### config.mk
export PLATFORM = sky130hd
export DESIGN_NAME = lane_signalling
export DESIGN_NICKNAME = d
export VERILOG_FILES = /design/src/inc/lane_pkg.sv /design/src/hdl/lane_encode.sv /design/src/hdl/lane_signalling.sv
export SDC_FILE = /design/constraint.sdc
export NUM_CORES = 1
export LEC_CHECK = 0
export CAP_MARGIN = 25
export CORE_MARGIN = 3
export CORE_UTILIZATION = 60
export DETAILED_ROUTE_END_ITERATION = 10
export DONT_BUFFER_PORTS = 1
export PLACE_DENSITY = 0.82
export SYNTH_ARGS = -nofsm -noshare
export SYNTH_HDL_FRONTEND = slang
export SYNTH_SLANG_ARGS = --single-unit
### constraint.sdc
create_clock -name clk -period 3.4 [get_ports clk]
set_input_delay 0.34 -clock clk [delete_from_list [all_inputs] [get_ports clk]]
set_output_delay 0.34 -clock clk [all_outputs]
set_load 0.01 [all_outputs]
### src/inc/lane_pkg.sv
// package: phases, cycle kinds and pin groups for the byte-lane signalling block
package lane_pkg;
  // ==========================================
  // bus phases and cycle kinds
  typedef enum logic [2:0] {PH_IDLE, PH_T1, PH_T2, PH_T3, PH_T4} phase_t;
  typedef enum logic [1:0] {K_WORD, K_HIGH, K_LOW, K_REFRESH} kind_t;
  localparam int unsigned DATA_W = 16;
  localparam int unsigned ADDR_W = 20;
  localparam logic        LANE_ON  = 1'b0;
  localparam logic        LANE_OFF = 1'b1;
  // ==========================================
  // request from the bus unit
  typedef struct packed {
    logic              start;
    logic              write;
    logic              refresh;
    logic              narrow;
    logic [1:0]        bytes;   // bit1 upper, bit0 lower lane wanted
    logic [ADDR_W-1:0] addr;
    logic [DATA_W-1:0] wdata;
  } req_t;
  // pin group driven by the block
  typedef struct packed {
    logic              lane_o;
    logic              lane_oe;
    logic [DATA_W-1:0] ad_o;
    logic [DATA_W-1:0] ad_oe;
    logic              ale;
    logic              wr_lo_n;
    logic              wr_hi_n;
    logic              narrow_cycle_flag;
  } pins_t;
endpackage : lane_pkg

### src/hdl/lane_encode.sv
// lane encoder: cycle kind to upper-lane enable and address/data bit 0
module lane_encode
  import lane_pkg::*;
(
  input  wire logic [1:0] bytes,
  input  wire logic       refresh,
  input  wire logic       a0,
  output      kind_t      kind,
  output      logic       lane_n,
  output      logic       bit0
);
  // refresh takes priority over any byte request
  assign kind = refresh ? K_REFRESH :
                (bytes == 2'b11) ? K_WORD :
                (bytes == 2'b10) ? K_HIGH : K_LOW;
  assign lane_n = (kind == K_LOW || kind == K_REFRESH) ? LANE_OFF : LANE_ON;
  // a word transfer is forced even-aligned; refresh drives bit 0 high
  assign bit0 = (kind == K_WORD) ? 1'b0 :
                (kind == K_HIGH || kind == K_REFRESH) ? 1'b1 :
                1'b0;
endmodule : lane_encode

### src/hdl/lane_signalling.sv
// top: byte-lane, refresh and bus-size signalling over a four-phase bus cycle
// Behaviour
// - word transfer drives upper-lane enable low and bit 0 low.
// - high byte only drives enable low, bit 0 high, data on 15-8.
// - low byte only drives enable high, bit 0 low, data on 7-0.
// - refresh cycle drives enable high and bit 0 high together.
// - enable released with pull-up during bus-hold and reset.
// - separate high and low write strobes carry the same lane selection.
// - refresh drives the muxed bus only in t1, released t2 to t4.
// - bus-size flag asserted through t4 for 8-bit cycles, else low.
// - address in t1 on the muxed bus, data in t2 to t4.
// - address stays valid at the falling edge of the latch strobe.
module lane_signalling
  import lane_pkg::*;
(
  input  wire logic              clk,
  input  wire logic              arst_n,
  input  wire logic              hold_grant,
  input  wire req_t              req,
  input  wire logic [DATA_W-1:0] ad_i,
  output      logic [ADDR_W-1:0] nonmux_address_bus,
  output      pins_t             pins,
  output      logic [DATA_W-1:0] rdata,
  output      logic              rdata_valid,
  output      logic              busy
);
  // ==========================================
  // state
  phase_t            ph_q, ph_d;
  req_t              cur_q;
  logic              lane_q, bit0_q, ale_q, ale_d;
  logic [DATA_W-1:0] rdata_q;
  logic              rvalid_q;
  logic              lane_w, bit0_w;
  logic              kind_lo;

  lane_encode u_enc (
    .bytes   (req.bytes),
    .refresh (req.refresh),
    .a0      (req.addr[0]),
    .kind    (),
    .lane_n  (lane_w),
    .bit0    (bit0_w)
  );

  // ==========================================
  // phase sequencing
  wire take = (ph_q == PH_IDLE || ph_q == PH_T4) && req.start && !hold_grant;
  always_comb begin
    ph_d = ph_q;
    case (ph_q)
      PH_IDLE: ph_d = take ? PH_T1 : PH_IDLE;
      PH_T1:   ph_d = PH_T2;
      PH_T2:   ph_d = PH_T3;
      PH_T3:   ph_d = PH_T4;
      PH_T4:   ph_d = take ? PH_T1 : PH_IDLE;
      default: ph_d = PH_IDLE;
    endcase
  end
  // latch strobe rises with t1 and falls at its end while the address still stands
  assign ale_d = take;

  always_ff @(posedge clk or negedge arst_n) begin
    if (!arst_n) begin
      ph_q   <= PH_IDLE;
      cur_q  <= '0;
      lane_q <= LANE_OFF;
      bit0_q <= 1'b0;
      ale_q  <= 1'b0;
    end else begin
      ph_q  <= ph_d;
      ale_q <= ale_d;
      if (take) begin
        cur_q  <= req;
        lane_q <= lane_w;
        bit0_q <= bit0_w;
      end
    end
  end

  // ==========================================
  // read capture at the end of t4
  wire is_read = ph_q == PH_T4 && !cur_q.write && !cur_q.refresh;
  always_ff @(posedge clk or negedge arst_n) begin
    if (!arst_n) begin
      rdata_q  <= '0;
      rvalid_q <= 1'b0;
    end else begin
      rvalid_q <= is_read;
      if (is_read) rdata_q <= ad_i;
    end
  end
  assign rdata       = rdata_q;
  assign rdata_valid = rvalid_q;
  assign busy        = ph_q != PH_IDLE;

  // ==========================================
  // pin decode
  wire in_cycle = ph_q != PH_IDLE && !hold_grant;
  wire in_t1    = ph_q == PH_T1;
  wire data_ph  = ph_q == PH_T2 || ph_q == PH_T3 || ph_q == PH_T4;
  wire wr_ph    = data_ph && cur_q.write && !cur_q.refresh;
  // high byte rides bits 15-8, low byte bits 7-0; the word is driven as is
  wire [DATA_W-1:0] addr_word = {cur_q.addr[DATA_W-1:1], bit0_q};
  wire [DATA_W-1:0] lane_mask = {{(DATA_W/2){!lane_q}}, {(DATA_W/2){!bit0_q}}};
  assign kind_lo = cur_q.refresh;

  // address only in t1, data after; refresh lets go after t1
  assign pins.ad_o = in_t1 ? addr_word : cur_q.wdata;
  assign pins.ad_oe = !in_cycle ? '0 :
                      in_t1 ? '1 :
                      (kind_lo ? '0 : (wr_ph ? lane_mask : '0));
  // released in hold and reset; the pad pull-up keeps it inactive
  assign pins.lane_o  = in_cycle ? lane_q : LANE_OFF;
  assign pins.lane_oe = in_cycle && arst_n;
  assign pins.ale     = ale_q && !hold_grant;
  // nonmux bus has no refresh meaning, so the strobes stay high on refresh
  assign pins.wr_hi_n = !(in_cycle && wr_ph && lane_q == LANE_ON);
  assign pins.wr_lo_n = !(in_cycle && wr_ph && !bit0_q);
  assign pins.narrow_cycle_flag = in_cycle && cur_q.narrow && !kind_lo;
  // refresh address on the nonmux bus is left undefined, outside logic uses bit 0
  assign nonmux_address_bus = cur_q.addr;
endmodule : lane_signalling

==> flow_summary.ini <==
[run_status]
status = completed

[placed_design]
io_buffers = 0
pre_cts_slack_ps = 1200
routabilityCongestion = 0.775
dpl.hpwl_um = 3880

[synth]
yosysSeqAreaShare_pct = 52.4
ys_top_cells_by_count = dfrtp_1, mux2_2, buf_4, mux2_4, buf_6
synthesis.instances = 207
yosysTopAreaCell = dfrtp_1
syn_area_per_cell_um2 = 14.3
yosys-top-cells-area = dfrtp_1, mux2_2, buf_4, mux2_4, buf_6
async_reset_ff_share_pct = 100
synth_top_area_share_pct = 51.5
synth_edf_count = 0
ys_types = 27
syn-num-nets = 268
yosysWarningCount = 0
synth-seq-cells = 62
yosysMostFrequentCell = dfrtp_1
netlist_area_um2 = 2970
synth_ff_type = dfrtp_1

[timing]
setup_viol = 0
rsz0062_at_grt = false
slew_headroom_pct = 36.2
finalClockSkew_ps = 6.87
tns_ps = 0
finalCriticalPeriod_ps = 2550
fmax_mhz = 392
hold_ws_ps = 75.0
hold_violations = 0
period_share_pct = 75.1
setup_ws_ps = 846
tightest_slew_ps = 959
slew_viol_final = 0

[finish]
antenna_cells = 0
syn_to_final_growth_pct = 0.337
num-fill-cells = 329
drive_above_1_share_pct = 52.2
fin_nets = 238

[floorplanning]
dieHeight_um = 76.3
rows = 24
core-area_um2 = 4560
die_x_um = 76.3
ios = 137
initial_core_util_pct = 65.0
die-area_um2 = 5820

[clock_network]
postCtsHoldBufs = 2
post-cts-setup-buffer-count = 0
clk-insertion-delay-late_ps = 330
cts_resized = 0
numCtsBuffers = 9
clkSlewWorstSetupHoldPaths_ps = 70
cts_tree = done
cts_buffer_depth = 2
clock_sinks = 62
cts_root_buf = clkbuf_8
htreeDepth = 3

[routing]
ant_nets = 0
routedWlPerCell_um = 22.0
remaining_drc_errors = 0
firstDrtPassIters = 4
vias_per_cell = 5.85
routed_wl_um = 5450
drt_iter0_markers = 54
vias = 1444

[global_routing]
grt_pass1_vias = 1613
grt_pass1_wl_um = 8620
grt_max_degree = 63
antenna_found_initial = 0
overflow = 0
groute.usage.overall_pct = 19.4

[critical_path]
cp_max_fo = 8
endpoint_kind = output port
arrival_ps = 2210
start_kind = flip-flop
crit_type = reg2out
cp.required_ps = 3060

[hold_path]
hold_path_class = in2reg

[power_and_ir_drop]
p_per_area_nw_per_um2 = 1040
ir_drop_v = 0.000500
p_leak_nw = 1.26
power_mw = 3.08

[flow_run]
drv_cap = 0
final cells by class:
class | count | area (um2) | share of cell area (%)
clock buffers | 10 | 138 | 4.63
repair buffers | 3 | 57.6 | 1.93
clock inverters | 6 | 85.1 | 2.86
multi-input cells | 98 | 1050 | 35.3
flip-flops and latches | 62 | 1550 | 52.2
inverters | 3 | 11.3 | 0.378
well taps | 65 | 81.3 | 2.73
metal layers:
layer	global-route usage, %	wire length (um)
met1	21.4	2020
met2	31.7	2800
met3	7.45	519
met4	11.4	106
met5	0	0
placed cells by master, fill, tap and decap left out, drive strengths merged, types with 3 or more instances in the layout:
cell type and instances:
nor2 3, inv 3, nor3b 3, mux2 71
dfrtp 61, clkbuf 10
worst max-delay path, stage by stage (launching register included):
cell	delay, ps
dfrtp_1	520
inv_1	150
or3_1	440
o22ai_2	780
per-stage QoR:
step / instances / utilization (%) / instance area (um2)
after global placement: 229 / 59.5 / 2720
final: 247 / 65.2 / 2980
after floorplan: 207 / - / 2970
after global routing: 247 / 65.2 / 2980
after detailed placement: 229 / 59.5 / 2720
after CTS: 247 / 65.2 / 2980
sequential cells by signal (all words and copies together), names as in the netlist:
register	count
rdata	16
nonmux_address_bus	20
ph_q	3
bit0_q	1
kind_lo	1
rdata_valid	1
cur_q	18
ale_q	1
lane_q	1
path summary, 6_finish.rpt:
path,start,end,cells after the start,slack [ps]
min reg2reg,cur_q[15],cur_q[15],1,510
min,req[37],lane_q,1,70
min in group asynchronous,arst_n,nonmux_address_bus[0],2,540
max reg2reg,ph_q[1],rdata[6],3,1320
max in group asynchronous,arst_n,lane_q,2,2570
max,ph_q[0],pins[9],3,850
kinds of logic after synthesis:
logic type,Yosys count,synth area share (%)
compound gates,6,1.27
xor+xnor,1,0.295
buf+inv,47,13.0
flops,62,52.4
mux,71,28.1
simple gates,20,5.02
where the power goes:
part	switching, mW	internal (mW)
logic	0.421	0.495
clock network	0.274	0.430
registers	0.378	1.08
Power figures use the tool's default switching activity.
